**src/spi_front_pkg.sv**
```systemverilog
// constants and types for the serial front end of the supervisor memory
//
// Behaviour
// - serial input is sampled on every rising serial clock edge while chip select is low, modes (0,0) and (1,1)
// - serial output changes only on falling serial clock edges, and only in the status and memory read phases
// - serial output is high impedance whenever chip select is high
// - chip select high means standby, except a running write cycle completes first
// - instruction, then address, then data all arrive through one input shifter
// - write-protect input high never blocks any write
// - write-protect low with protect-pin enable set rejects status register writes
// - first byte after chip select falls is decoded; unknown codes are ignored
// - opcodes 06, 04, 05, 01, 03, 02 for the six instructions
// - protect-pin enable is bit 7 of the status register
// - during a write cycle only the status read instruction is honoured
package spi_front_pkg;
  // ----------------------------------------------------------------
  // instruction codes
  // ----------------------------------------------------------------
  localparam logic [7:0] SET_WRITE_LATCH_CMD = 8'h06;
  localparam logic [7:0] CLEAR_WRITE_LATCH_CMD = 8'h04;
  localparam logic [7:0] READ_STATUS_CMD = 8'h05;
  localparam logic [7:0] WRITE_STATUS_CMD = 8'h01;
  localparam logic [7:0] READ_MEMORY_CMD = 8'h03;
  localparam logic [7:0] WRITE_MEMORY_CMD = 8'h02;
  // ----------------------------------------------------------------
  // status register layout
  // ----------------------------------------------------------------
  localparam int PROTECT_PIN_ENABLE_BIT = 7;
  localparam int BLOCK_PROTECT_HI_BIT = 3;
  localparam int BLOCK_PROTECT_LO_BIT = 2;
  localparam int WRITE_LATCH_BIT = 1;
  localparam int BUSY_BIT = 0;
  localparam logic [7:0] STATUS_WRITE_MASK = 8'h8C;
  localparam logic [7:0] STATUS_RESET = 8'h00;
  // ----------------------------------------------------------------
  // timing and sizes
  // ----------------------------------------------------------------
  localparam int CLK_MHZ = 100;
  localparam int WRITE_CYCLE_US = 5;
  localparam int WRITE_CYCLE_CYC = WRITE_CYCLE_US * CLK_MHZ;
  localparam int ADDR_BYTES = 2;
  localparam int MEM_ADDR_W = 5;
  localparam int MEM_DEPTH = 32;
  localparam logic [2:0] BIT_LAST = 3'h7;
  // ----------------------------------------------------------------
  // types
  // ----------------------------------------------------------------
  typedef enum logic [2:0] {
    ST_IDLE, ST_CMD, ST_ADDR, ST_WDATA, ST_RDATA, ST_WSTAT, ST_RSTAT, ST_SKIP
  } phase_t;
  typedef struct packed {
    logic cs_n;
    logic sck;
    logic si;
    logic wp_n;
  } pins_t;
  typedef struct packed {
    logic so;
    logic so_oe_n;
  } out_pins_t;
endpackage : spi_front_pkg

```
**src/spi_eeprom_serial_front_end.sv**
```systemverilog
// serial slave front end with status register, write latch and small page store
`timescale 1ns/10ps
module spi_eeprom_serial_front_end
  import spi_front_pkg::*;
(
  // clock and reset
  input wire logic ref_clk,
  input wire logic nrst,
  // serial link pins from the host
  input wire pins_t pins_in,
  // serial output pin, enable low while driven
  output out_pins_t pins_out,
  // state seen by the rest of the chip
  output logic [7:0] status_out,
  output logic standby_out
);
  // ----------------------------------------------------------------
  // input synchronisers
  // ----------------------------------------------------------------
  pins_t meta_ff, sync_ff, prev_ff;
  always_ff @(posedge ref_clk or negedge nrst) begin
    if (!nrst) begin
      meta_ff <= '{cs_n: 1'b1, sck: 1'b0, si: 1'b0, wp_n: 1'b1};
      sync_ff <= '{cs_n: 1'b1, sck: 1'b0, si: 1'b0, wp_n: 1'b1};
      prev_ff <= '{cs_n: 1'b1, sck: 1'b0, si: 1'b0, wp_n: 1'b1};
    end else begin
      meta_ff <= pins_in;
      sync_ff <= meta_ff;
      prev_ff <= sync_ff;
    end
  end

  // edges found on the synchronised copies only; host owns the clock
  logic sck_rise, sck_fall, cs_fall, cs_rise, sel;
  assign sck_rise = sync_ff.sck & ~prev_ff.sck;
  assign sck_fall = ~sync_ff.sck & prev_ff.sck;
  assign cs_fall = ~sync_ff.cs_n & prev_ff.cs_n;
  assign cs_rise = sync_ff.cs_n & ~prev_ff.cs_n;
  assign sel = ~sync_ff.cs_n & ~prev_ff.cs_n;

  // ----------------------------------------------------------------
  // protocol state
  // ----------------------------------------------------------------
  phase_t phase_ff, nxt_phase;
  logic [2:0] bit_ff, nxt_bit;
  logic [7:0] shin_ff, nxt_shin;
  logic [7:0] shout_ff, nxt_shout;
  logic [0:0] abyte_ff, nxt_abyte;
  logic [MEM_ADDR_W-1:0] addr_ff, nxt_addr;
  logic [7:0] status_ff, nxt_status;
  logic [7:0] mem_ff [MEM_DEPTH], nxt_mem [MEM_DEPTH];
  logic pend_ff, nxt_pend;
  logic [9:0] busy_cnt_ff, nxt_busy_cnt;
  logic so_ff, nxt_so;
  logic so_oe_n_ff, nxt_so_oe_n;
  logic [7:0] byte_in;
  logic is_write_ff, nxt_is_write;

  // status write allowed only when latch set and pin protection inactive
  function automatic logic status_writable(input logic [7:0] st, input logic wp_n);
    status_writable = st[WRITE_LATCH_BIT]
      & (wp_n | ~st[PROTECT_PIN_ENABLE_BIT]);
  endfunction : status_writable

  assign byte_in = {shin_ff[6:0], sync_ff.si};

  // next-state logic for the serial path except the write-memory flag
  always_comb begin
    nxt_phase = phase_ff;
    nxt_bit = bit_ff;
    nxt_shin = shin_ff;
    nxt_shout = shout_ff;
    nxt_abyte = abyte_ff;
    nxt_addr = addr_ff;
    nxt_status = status_ff;
    nxt_mem = mem_ff;
    nxt_pend = pend_ff;
    nxt_busy_cnt = busy_cnt_ff;
    nxt_so = so_ff;
    nxt_so_oe_n = so_oe_n_ff;
    // internal write cycle runs regardless of chip select
    if (status_ff[BUSY_BIT]) begin
      if (busy_cnt_ff == 10'(WRITE_CYCLE_CYC - 1)) begin
        nxt_status[BUSY_BIT] = 1'b0;
        nxt_status[WRITE_LATCH_BIT] = 1'b0; // back to write disable
        nxt_busy_cnt = '0;
      end else begin
        nxt_busy_cnt = busy_cnt_ff + 10'h001;
      end
    end
    if (cs_fall) begin
      nxt_phase = ST_CMD;
      nxt_bit = '0;
      nxt_abyte = '0;
      nxt_so_oe_n = 1'b0;
    end else if (cs_rise) begin
      // a completed page load starts programming only at the rising select
      if (pend_ff && !status_ff[BUSY_BIT]) begin
        nxt_status[BUSY_BIT] = 1'b1;
      end
      nxt_pend = 1'b0;
      nxt_phase = ST_IDLE;
      nxt_so_oe_n = 1'b1;
    end else if (sel && sck_rise) begin
      nxt_shin = byte_in;
      nxt_bit = bit_ff + 3'h1;
      if (bit_ff == BIT_LAST) begin
        case (phase_ff)
          ST_CMD: begin
            nxt_phase = ST_SKIP;
            // busy device only answers the status read
            if (status_ff[BUSY_BIT] && byte_in != READ_STATUS_CMD) begin
              nxt_phase = ST_SKIP;
            end else begin
              case (byte_in)
                SET_WRITE_LATCH_CMD: nxt_status[WRITE_LATCH_BIT] = 1'b1;
                CLEAR_WRITE_LATCH_CMD: nxt_status[WRITE_LATCH_BIT] = 1'b0;
                READ_STATUS_CMD: begin
                  nxt_phase = ST_RSTAT;
                  nxt_shout = status_ff;
                end
                WRITE_STATUS_CMD: nxt_phase = ST_WSTAT;
                READ_MEMORY_CMD, WRITE_MEMORY_CMD: begin
                  nxt_phase = ST_ADDR;
                  nxt_pend = 1'b0;
                end
                default: nxt_phase = ST_SKIP;
              endcase
            end
          end
          ST_ADDR: begin
            nxt_abyte = abyte_ff + 1'b1;
            if (abyte_ff == 1'(ADDR_BYTES - 1)) begin
              nxt_addr = byte_in[MEM_ADDR_W-1:0];
              // opcode flag picks the data phase; latch is checked per data byte
              nxt_phase = is_write_ff ? ST_WDATA : ST_RDATA;
              nxt_shout = mem_ff[byte_in[MEM_ADDR_W-1:0]];
            end
          end
          ST_WDATA: begin
            // page roll-over: low address bits wrap within the store
            if (status_ff[WRITE_LATCH_BIT]) begin
              nxt_mem[addr_ff] = byte_in;
              nxt_pend = 1'b1;
            end
            nxt_addr = addr_ff + 5'h01;
          end
          ST_RDATA: begin
            nxt_addr = addr_ff + 5'h01;
            nxt_shout = mem_ff[addr_ff + 5'h01];
          end
          ST_RSTAT: nxt_shout = status_ff;
          ST_WSTAT: begin
            if (status_writable(status_ff, sync_ff.wp_n)) begin
              nxt_status = (status_ff & ~STATUS_WRITE_MASK) | (byte_in & STATUS_WRITE_MASK);
              nxt_status[WRITE_LATCH_BIT] = 1'b0;
            end
            nxt_phase = ST_SKIP;
          end
          default: nxt_phase = phase_ff;
        endcase
      end
    end else if (sel && sck_fall && (phase_ff == ST_RDATA || phase_ff == ST_RSTAT)) begin
      nxt_so = shout_ff[7];
      nxt_shout = {shout_ff[6:0], 1'b0};
    end
  end

  // write-memory flag taken from the opcode byte, read in the address phase
  always_comb begin
    nxt_is_write = is_write_ff;
    if (sel && sck_rise && bit_ff == BIT_LAST && phase_ff == ST_CMD) begin
      nxt_is_write = (byte_in == WRITE_MEMORY_CMD);
    end
  end

  // registers of the serial path
  always_ff @(posedge ref_clk or negedge nrst) begin
    if (!nrst) begin
      phase_ff <= ST_IDLE;
      bit_ff <= '0;
      shin_ff <= '0;
      shout_ff <= '0;
      abyte_ff <= '0;
      addr_ff <= '0;
      status_ff <= STATUS_RESET;
      for (int i = 0; i < MEM_DEPTH; i++) begin
        mem_ff[i] <= '0;
      end
      pend_ff <= 1'b0;
      busy_cnt_ff <= '0;
      so_ff <= 1'b0;
      so_oe_n_ff <= 1'b1;
      is_write_ff <= 1'b0;
    end else begin
      phase_ff <= nxt_phase;
      bit_ff <= nxt_bit;
      shin_ff <= nxt_shin;
      shout_ff <= nxt_shout;
      abyte_ff <= nxt_abyte;
      addr_ff <= nxt_addr;
      status_ff <= nxt_status;
      mem_ff <= nxt_mem;
      pend_ff <= nxt_pend;
      busy_cnt_ff <= nxt_busy_cnt;
      so_ff <= nxt_so;
      so_oe_n_ff <= nxt_so_oe_n;
      is_write_ff <= nxt_is_write;
    end
  end

  // outputs straight from flip-flops
  logic standby_ff;
  always_ff @(posedge ref_clk or negedge nrst) begin
    if (!nrst) begin
      standby_ff <= 1'b1;
    end else begin
      standby_ff <= sync_ff.cs_n & ~nxt_status[BUSY_BIT];
    end
  end
  assign pins_out = '{so: so_ff, so_oe_n: so_oe_n_ff};
  assign status_out = status_ff;
  assign standby_out = standby_ff;

  // ----------------------------------------------------------------
  // checks
  // ----------------------------------------------------------------
  hiz_when_idle_a: assert property (@(posedge ref_clk) disable iff (!nrst)
    sync_ff.cs_n && prev_ff.cs_n |-> so_oe_n_ff)
    else $error("serial output driven while deselected");
  so_on_fall_a: assert property (@(posedge ref_clk) disable iff (!nrst)
    $changed(so_ff) |-> $past(sck_fall))
    else $error("serial output changed off a falling edge");
  bit_clear_a: assert property (@(posedge ref_clk) disable iff (!nrst)
    cs_fall |=> bit_ff == 3'h0 && phase_ff == ST_CMD)
    else $error("bit counter not cleared on select");
  abandon_a: assert property (@(posedge ref_clk) disable iff (!nrst)
    cs_rise |=> phase_ff == ST_IDLE)
    else $error("transaction not abandoned");
  wp_block_a: assert property (@(posedge ref_clk) disable iff (!nrst)
    phase_ff == ST_WSTAT && !sync_ff.wp_n && status_ff[PROTECT_PIN_ENABLE_BIT]
    |=> $stable(status_ff[PROTECT_PIN_ENABLE_BIT]))
    else $error("status written under pin protection");
  latch_set_a: assert property (@(posedge ref_clk) disable iff (!nrst)
    sel && sck_rise && bit_ff == BIT_LAST && phase_ff == ST_CMD
    && byte_in == SET_WRITE_LATCH_CMD && !status_ff[BUSY_BIT]
    |=> status_ff[WRITE_LATCH_BIT])
    else $error("write latch not set");
  busy_ignore_a: assert property (@(posedge ref_clk) disable iff (!nrst)
    status_ff[BUSY_BIT] && phase_ff == ST_CMD && sck_rise && sel && bit_ff == BIT_LAST
    && byte_in != READ_STATUS_CMD |=> phase_ff == ST_SKIP)
    else $error("instruction honoured while busy");
  sample_rise_a: assert property (@(posedge ref_clk) disable iff (!nrst)
    sel && sck_rise && phase_ff == ST_CMD && bit_ff != BIT_LAST
    |=> shin_ff[0] == $past(sync_ff.si))
    else $error("input not sampled on rising edge");
  busy_ends_a: assert property (@(posedge ref_clk) disable iff (!nrst)
    $rose(status_ff[BUSY_BIT]) |-> ##[1:600] !status_ff[BUSY_BIT])
    else $error("write cycle did not finish");
  cov_status_read_c: cover property (@(posedge ref_clk) phase_ff == ST_RSTAT && sck_fall);
  cov_write_cycle_c: cover property (@(posedge ref_clk) $rose(status_ff[BUSY_BIT]));
  cov_wp_block_c: cover property (@(posedge ref_clk)
    phase_ff == ST_WSTAT && !sync_ff.wp_n && status_ff[PROTECT_PIN_ENABLE_BIT]);
endmodule : spi_eeprom_serial_front_end

```
**config.mk**
```make
export PLATFORM = sky130hd
export DESIGN_NAME = spi_eeprom_serial_front_end
export DESIGN_NICKNAME = d
export VERILOG_FILES = /design/src/spi_front_pkg.sv /design/src/spi_eeprom_serial_front_end.sv
export SDC_FILE = /design/constraint.sdc
export NUM_CORES = 1
export LEC_CHECK = 0
export ABC_AREA = 1
export ABC_CLOCK_PERIOD_IN_PS = 2300
export BUFFER_PORTS_ARGS = -buffer_cell sky130_fd_sc_hd__buf_2
export CAP_MARGIN = 20
export CORE_UTILIZATION = 40
export DETAILED_ROUTE_END_ITERATION = 10
export SLEW_MARGIN = 20
export SYNTH_ARGS = -nofsm -noshare
export SYNTH_HDL_FRONTEND = slang
export SYNTH_SLANG_ARGS = --single-unit
```
**constraint.sdc**
```tcl
create_clock -name ref_clk -period 2.3 [get_ports ref_clk]
set_input_delay 0.23 -clock ref_clk [delete_from_list [all_inputs] [get_ports ref_clk]]
set_output_delay 0.23 -clock ref_clk [all_outputs]
set_load 0.05 [all_outputs]
```
==> results.ini, run 1 <==
[hold_path]
worstHoldPathType=in -> async

[timing]
max_slew_margin_pct=48.6
rsz0062_at_grt=yes
period_share_pct=97.6
finalMaxSlewViolations=0
hold_ws_ns=0.285
setup_viol=0
fmax_mhz=445
worst_slew_pin_slew_ns=0.770
hold_violations=0
fin_skew_ns=0.0274
post-route-min-period_ns=2.25
tns_ns=0

[synth]
synth_warnings=0
ys_ff_latch=313
synth.largest_area_cell=dfrtp_1
syn_area_um2=18400
yosysUniqueCellTypes=47
avgSynthCellArea_um2=7.06
synth_top_area_share_pct=41.7
synth_common_cells=nand2_1 (956), nand3_1 (327), dfrtp_1 (306), inv_1 (269), o21ai_0 (132)
synth_edf_count=0
synth_area_leaders=dfrtp_1 (42%), nand2_1 (20%), nand3_1 (8.9%)
ys.flop_type=dfrtp_1
synthArstFlopShare_pct=100
yosysMostFrequentCell=nand2_1
synth_cells=2601
seq_area_frac_synth_pct=42.7

[routing]
routed.top_layer=met4
drt-pass1-iter-count=8
vias_per_cell=5.31
wl_met2_um=26800
finalWirelength_um=60700
m1WireLength_um=27500
route.met3.wl_um=4510
drt_iter0_drc=2100
ant_nets=0
routedWlPerCell_um=18.7
drc=0
num_vias=17200

[power_and_ir_drop]
p_switching_uw=4000
total_power_uw=14000
power_frac_comb_pct=13.5
ir_drop_mv=0.465
swShare_pct=28.6
p_int_uw=9970
p_clk_share_pct=46.4
seqPwrFrac_pct=40.1
leakage_uw=0.00993
power_density_nw_per_um2=663

[setup_path]
arrival_ns=2.75
start_kind=register
cp_data_required_time_ns=2.80
path_class=reg -> reg
crit_fanout=15
crit_path_end_kind=register
reg2reg_depth=13

[global_route]
grt_pass1_wl_um=95500
grt-ovfl-total=0
grt_pass1_vias=16500
grt_start_max_net_pins=86
track_usage_pct=26.1
antenna_found_initial=0

[clock_network]
numCtsBuffers=39
clock_path_buffers=3
cts_tree=done
cts-root-buf=clkbuf_16
cts_max_level=2
worstSkewPairLatency_ns=0.58
clk_pin_slew_worst_paths_ns=0.06
clock_sinks=313

[floorplan]
rows=78
core_area_um2=45300
io_pins=17
die_h_um=216
die_w_um=216
dieArea_um2=46700
start_util_pct=40.5

[placement]
place_congestion=0.991
portBuffers=13
hpwl_um=40100
dp.cells=3159

[cells_and_area]
regArea_um2=7850
drive_gt1_share_pct=12.4
nets=2625
area_delta_synth_final_pct=14.9
final_core_util_pct=46.6
fillers=4656
fin_cells=3241
multi_input_area_um2=8680

[run]
max-cap-violations=0

[run_status]
status=finished, final reports clean

==> final cells by class <==
class / count / share of cell area [%]
Timing Repair Buffer: 131 / 6.78
Tap cell: 600 / 3.56
Antenna cell: 2 / 0.0237
Clock inverter: 17 / 1.10
Sequential cell: 313 / 37.2
Multi-Input combinational cell: 1847 / 41.1
Clock buffer: 54 / 5.23
Inverter: 277 / 4.96
==> final timing paths <==
path                                           endpoint                   start  slack, ns
worst min register to register     sync_ff[2]$_DFF_PN0_    meta_ff[2]$_DFF_PN0_       0.35
min in group ref_clk               meta_ff[1]$_DFF_PN0_              pins_in[1]       0.31
max in group asynchronous          meta_ff[0]$_DFF_PN1_                    nrst       1.22
worst max-delay path            shout_ff[1]$_DFFE_PN0P_  addr_ff[0]$_DFFE_PN0P_       0.05
worst min-delay path            mem_ff[142]$_DFFE_PN0P_                    nrst       0.28
worst max register to register  shout_ff[1]$_DFFE_PN0P_  addr_ff[0]$_DFFE_PN0P_       0.05
==> power groups by stage <==
stage                     clock network [µW]  registers, µW  logic (µW)
final                                   6490           5610        1880
after global routing                    6820           5610        2000
after CTS                               6610           5610        1850
after detailed placement                   0           5710        1830
after global placement                     0           5700        1830
after floorplan                            0           5690         976
==> flip-flops by register name (all words and copies together), names as in the netlist, 4 cells and up <==
name and cells:
shin_ff 7, shout_ff 8, addr_ff 5, status_out 5, mem_ff 256, meta_ff 4
busy_cnt_ff 10
==> metal layers <==
| metal | up-vias | track usage [%] |
|---|---|---|
| met2 | 682 | 39.6 |
| met4 | 0 | 9.25 |
| met3 | 115 | 4.39 |
| li1 | 8290 | - |
| met1 | 8113 | 37.2 |
| met5 | - | 0 |
==> repair_timing <==
| item | in CTS | in global routing |
|---|---|---|
| hold endpoints to repair | 73 | 0 |
| gates resized for setup | 0 | 9 |
| setup endpoints to repair | 0 | 77 |
| hold buffers | 5 | 0 |
| buffers inserted | 0 | 1 |
==> per-stage QoR <==
| stage | setup slack [ns] | area, µm² |
|---|---|---|
| global placement | 0.0855 | 19600 |
| detailed placement | 0.0929 | 19600 |
| floorplan | 0.0292 | 18400 |
| global route | -0.0294 | 21100 |
| CTS | 0.0543 | 21000 |
| finish | 0.0547 | 21100 |
==> layout by cell type, fill, tap and decap left out, types with 14 or more instances in the layout <==
cell type  count
o21ai_0      132
clkbuf_16     42
nand2_1      955
o21ai_1      118
o211ai_1      14
a21oi_1       24
buf_4         77
nand4_1       34
nand2_4       17
o21ai_2       62
nor2_1        89
dfrtp_1      304
inv_1        265
nand3_1      324
nand2_2       15
buf_12        32
==> critical path, stage by stage, from the launching register on <==
cell and delay (ns):
dfrtp_4 0.52, clkinv_2 0.10, ha_2 0.31, inv_4 0.15, buf_12 0.18, buf_4 0.15
nand3_1 0.07, nand3_1 0.07, nand3_1 0.20, nand3_1 0.15, nand3_1 0.08, nand3_1 0.08
nand2_1 0.05, nand2_1 0.05
==> logic make-up (layout without fill, tap and decap cells) <==
| group | Yosys count | after routing | share of synthesized area [%] |
|---|---|---|---|
| AOI/OAI and AO/OA | 360 | 360 | 11.4 |
| adders and majority gates | 10 | 10 | 0.682 |
| buffers and inverters | 443 | 479 | 10.2 |
| DFF | 313 | 313 | 42.7 |
| muxes | 1 | 1 | 0.0545 |
| other | 1 | 5 | 0.0204 |
| xor gates and xnor gates | 5 | 5 | 0.280 |
| and+or+nand+nor | 1468 | 1468 | 34.6 |
(Power assumes the default switching activity.)
==> run 2: changes to the inputs <==
--- a/config.mk
+++ b/config.mk
@@ -7,5 +7,5 @@
 export LEC_CHECK = 0
 export ABC_AREA = 1
-export ABC_CLOCK_PERIOD_IN_PS = 2300
+export ABC_CLOCK_PERIOD_IN_PS = 2600
 export BUFFER_PORTS_ARGS = -buffer_cell sky130_fd_sc_hd__buf_2
 export CAP_MARGIN = 20
==> constraint.sdc (replaced) <==
create_clock -name ref_clk -period 2.6 [get_ports ref_clk]
set_input_delay 0.13 -clock ref_clk [delete_from_list [all_inputs] [get_ports ref_clk]]
set_output_delay 0.13 -clock ref_clk [all_outputs]
set_load 0.05 [all_outputs]
==> run 2 against run 1 <==
Effect of this change: the run now ends with DRC left; largest cell class unchanged; routed wire length decreased by 2.2%; worst hold slack got worse by 0.11 ns; critical path type unchanged; utilization decreased by 1.3 points; largest power group unchanged; die area unchanged; sequential power decreased by 11%; sequential share of layout area increased by 1.0 points; maximum frequency decreased by 4.2%; register-to-register slack improved by 0.20 ns; cell area decreased by 2.7%; clock power decreased by 16%.
==> results.ini, run 2 (synthesis results as in run 1) <==
[clock_network]
cts_max_level=2
cts_tree=done
post_cts_resize_count=0
clock_sinks=313
clock_path_buffers=3
worstSkewPairLatency_ns=0.57
cts-root-buf=clkbuf_16
clk_pin_slew_worst_paths_ns=0.06
post_cts_buffers=0
numCtsBuffers=38

[setup_path]
rr_startpoint=addr_ff[0]$_DFFE_PN0P_
critPathLaunch=addr_ff[0]$_DFFE_PN0P_
path_class=reg -> reg
crit_top_cell=nand3_1
crit_fanout=32
reg2reg_depth=12
path_cells=ha_1, nand2_1, inv_1, nor2_2, buf_12, nand3_1, nand3_1, nand3_1, nand3_1, nand3_1, nand2_1, nand2_1
start_kind=register
arrival_ns=2.79
crit_path_end_kind=register
critical-path-max-stage-delay_ns=0.49
crit_end=shout_ff[1]$_DFFE_PN0P_
r2r_slack_ns=0.26
timing.rr.end=shout_ff[1]$_DFFE_PN0P_
cp_data_required_time_ns=3.04
crit_slowest_cell=dfrtp_4

[global_route]
grt_pass1_vias=16200
grt-ovfl-total=0
grt_start_max_net_pins=99
grt_pass1_wl_um=93500
antenna_found_initial=1
track_usage_pct=25.7

[power_and_ir_drop]
power_density_nw_per_um2=587
seqPwrFrac_pct=41.3
ir_drop_mv=0.407
power_frac_comb_pct=13.3
p_switching_uw=3440
leakage_uw=0.00964
p_int_uw=8610
swShare_pct=28.6
p_clk_share_pct=45.4

[run_status]
status=finished, violations left
violations=DRC

[floorplan]
rows=78
die_h_um=216
start_util_pct=40.5
die_w_um=216
dieArea_um2=46700
core_area_um2=45300
io_pins=17

[cells_and_area]
fin_cells=3199
area_delta_synth_final_pct=11.8
reg_top3=mem_ff x256, busy_cnt_ff x10, shout_ff x8
antennaDiodeCount=0
nets=2586
regMostFlops=mem_ff
final_cell_mix=nand2_1 (956), nand3_1 (327), dfrtp_1 (304), inv_1 (266), o21ai_0 (132)
drive_gt1_share_pct=10.9
regArea_um2=7850
multi_input_area_um2=8650
layout_commonest_cell=nand2_1
fillers=4584
largest_register_ffs=256

[routing]
drt_iter0_drc=1594
num_vias=17000
routedWlPerCell_um=18.6
drc=2
drt-pass1-iter-count=9
finalWirelength_um=59400
vias_per_cell=5.31
ant_nets=0

[placement]
hpwl_um=38300
place_congestion=0.902
portBuffers=13
pre_cts_ws_ns=0.311
dp.cells=3125

[timing]
setup_viol=0
hold_violations=0
max_slew_margin_pct=53.5
worst_slack_ns=0.256
finalMaxSlewViolations=0
worst_slew_pin_slew_ns=0.698
tns_ns=0
rsz0062_at_grt=no
fmax_mhz=427
period_share_pct=90.1
fin_skew_ns=0.0289
post-route-min-period_ns=2.34

[hold_path]
worstHoldPathType=in -> async

[run]
max-cap-violations=0

run 2: worst min path at each step:
stage / end / start / slack [ns] / cells past startpoint
after floorplan: abyte_ff$_DFFE_PN0P_ / nrst / -0.17 / 0
after global placement: mem_ff[196]$_DFFE_PN0P_ / nrst / 0.20 / 1
after detailed placement: mem_ff[122]$_DFFE_PN0P_ / nrst / 0.20 / 1
after CTS: meta_ff[3]$_DFF_PN1_ / pins_in[3] / 0.19 / 2
after global routing: meta_ff[0]$_DFF_PN1_ / pins_in[0] / 0.22 / 2
final: mem_ff[196]$_DFFE_PN0P_ / nrst / 0.18 / 2
run 2: metrics by stage:
| stage | total power (µW) | hold slack [ns] | instance area, µm² | utilization, % |
|---|---|---|---|---|
| after global placement | 6640 | 0.198 | 19200 | 42.4 |
| after floorplan | 5890 | -0.166 | 18400 | - |
| after detailed placement | 6640 | 0.196 | 19200 | 42.4 |
| final | 12100 | 0.179 | 20500 | 45.3 |
| after CTS | 12200 | 0.190 | 20500 | 45.3 |
| after global routing | 12500 | 0.218 | 20500 | 45.3 |
run 2: power by group through the flow:
| stage | Combinational, µW | Clock (µW) | Sequential [µW] |
|---|---|---|---|
| 2_1_floorplan | 863 | 0 | 5030 |
| 3_3_place_gp | 1580 | 0 | 5060 |
| 3_5_place_dp | 1580 | 0 | 5060 |
| 4_1_cts | 1590 | 5600 | 4970 |
| 5_1_grt | 1710 | 5770 | 4970 |
| 6_report | 1610 | 5470 | 4970 |
run 2: what timing repair did:
action / 4_1_cts / 5_1_grt
setup endpoints to repair: 0 / 0
hold endpoints to repair: 69 / 0
hold buffers: 5 / 0
run 2: layout make-up:
| class | count | share of cell area, % |
|---|---|---|
| Multi-Input combinational cell | 1847 | 42.2 |
| Sequential cell | 313 | 38.2 |
| Clock buffer | 55 | 5.49 |
| Inverter | 277 | 5.08 |
| Timing Repair Buffer | 93 | 4.63 |
| Tap cell | 600 | 3.66 |
| Clock inverter | 14 | 0.738 |
run 2: worst max-delay path: cells and delay by family, from the launching register on:
family	cells	cell delay [ns]
buffers and inverters	2	0.32
DFF	1	0.49
and+or+nand+nor	9	1.15
adders and majority gates	1	0.24
run 2: per-layer routing:
| metal | GRT usage, % | wire, µm |
|---|---|---|
| met5 | 0 | 0 |
| met4 | 10.3 | 2050 |
| met3 | 3.73 | 4220 |
| met2 | 39.5 | 26200 |
| met1 | 36.4 | 26900 |
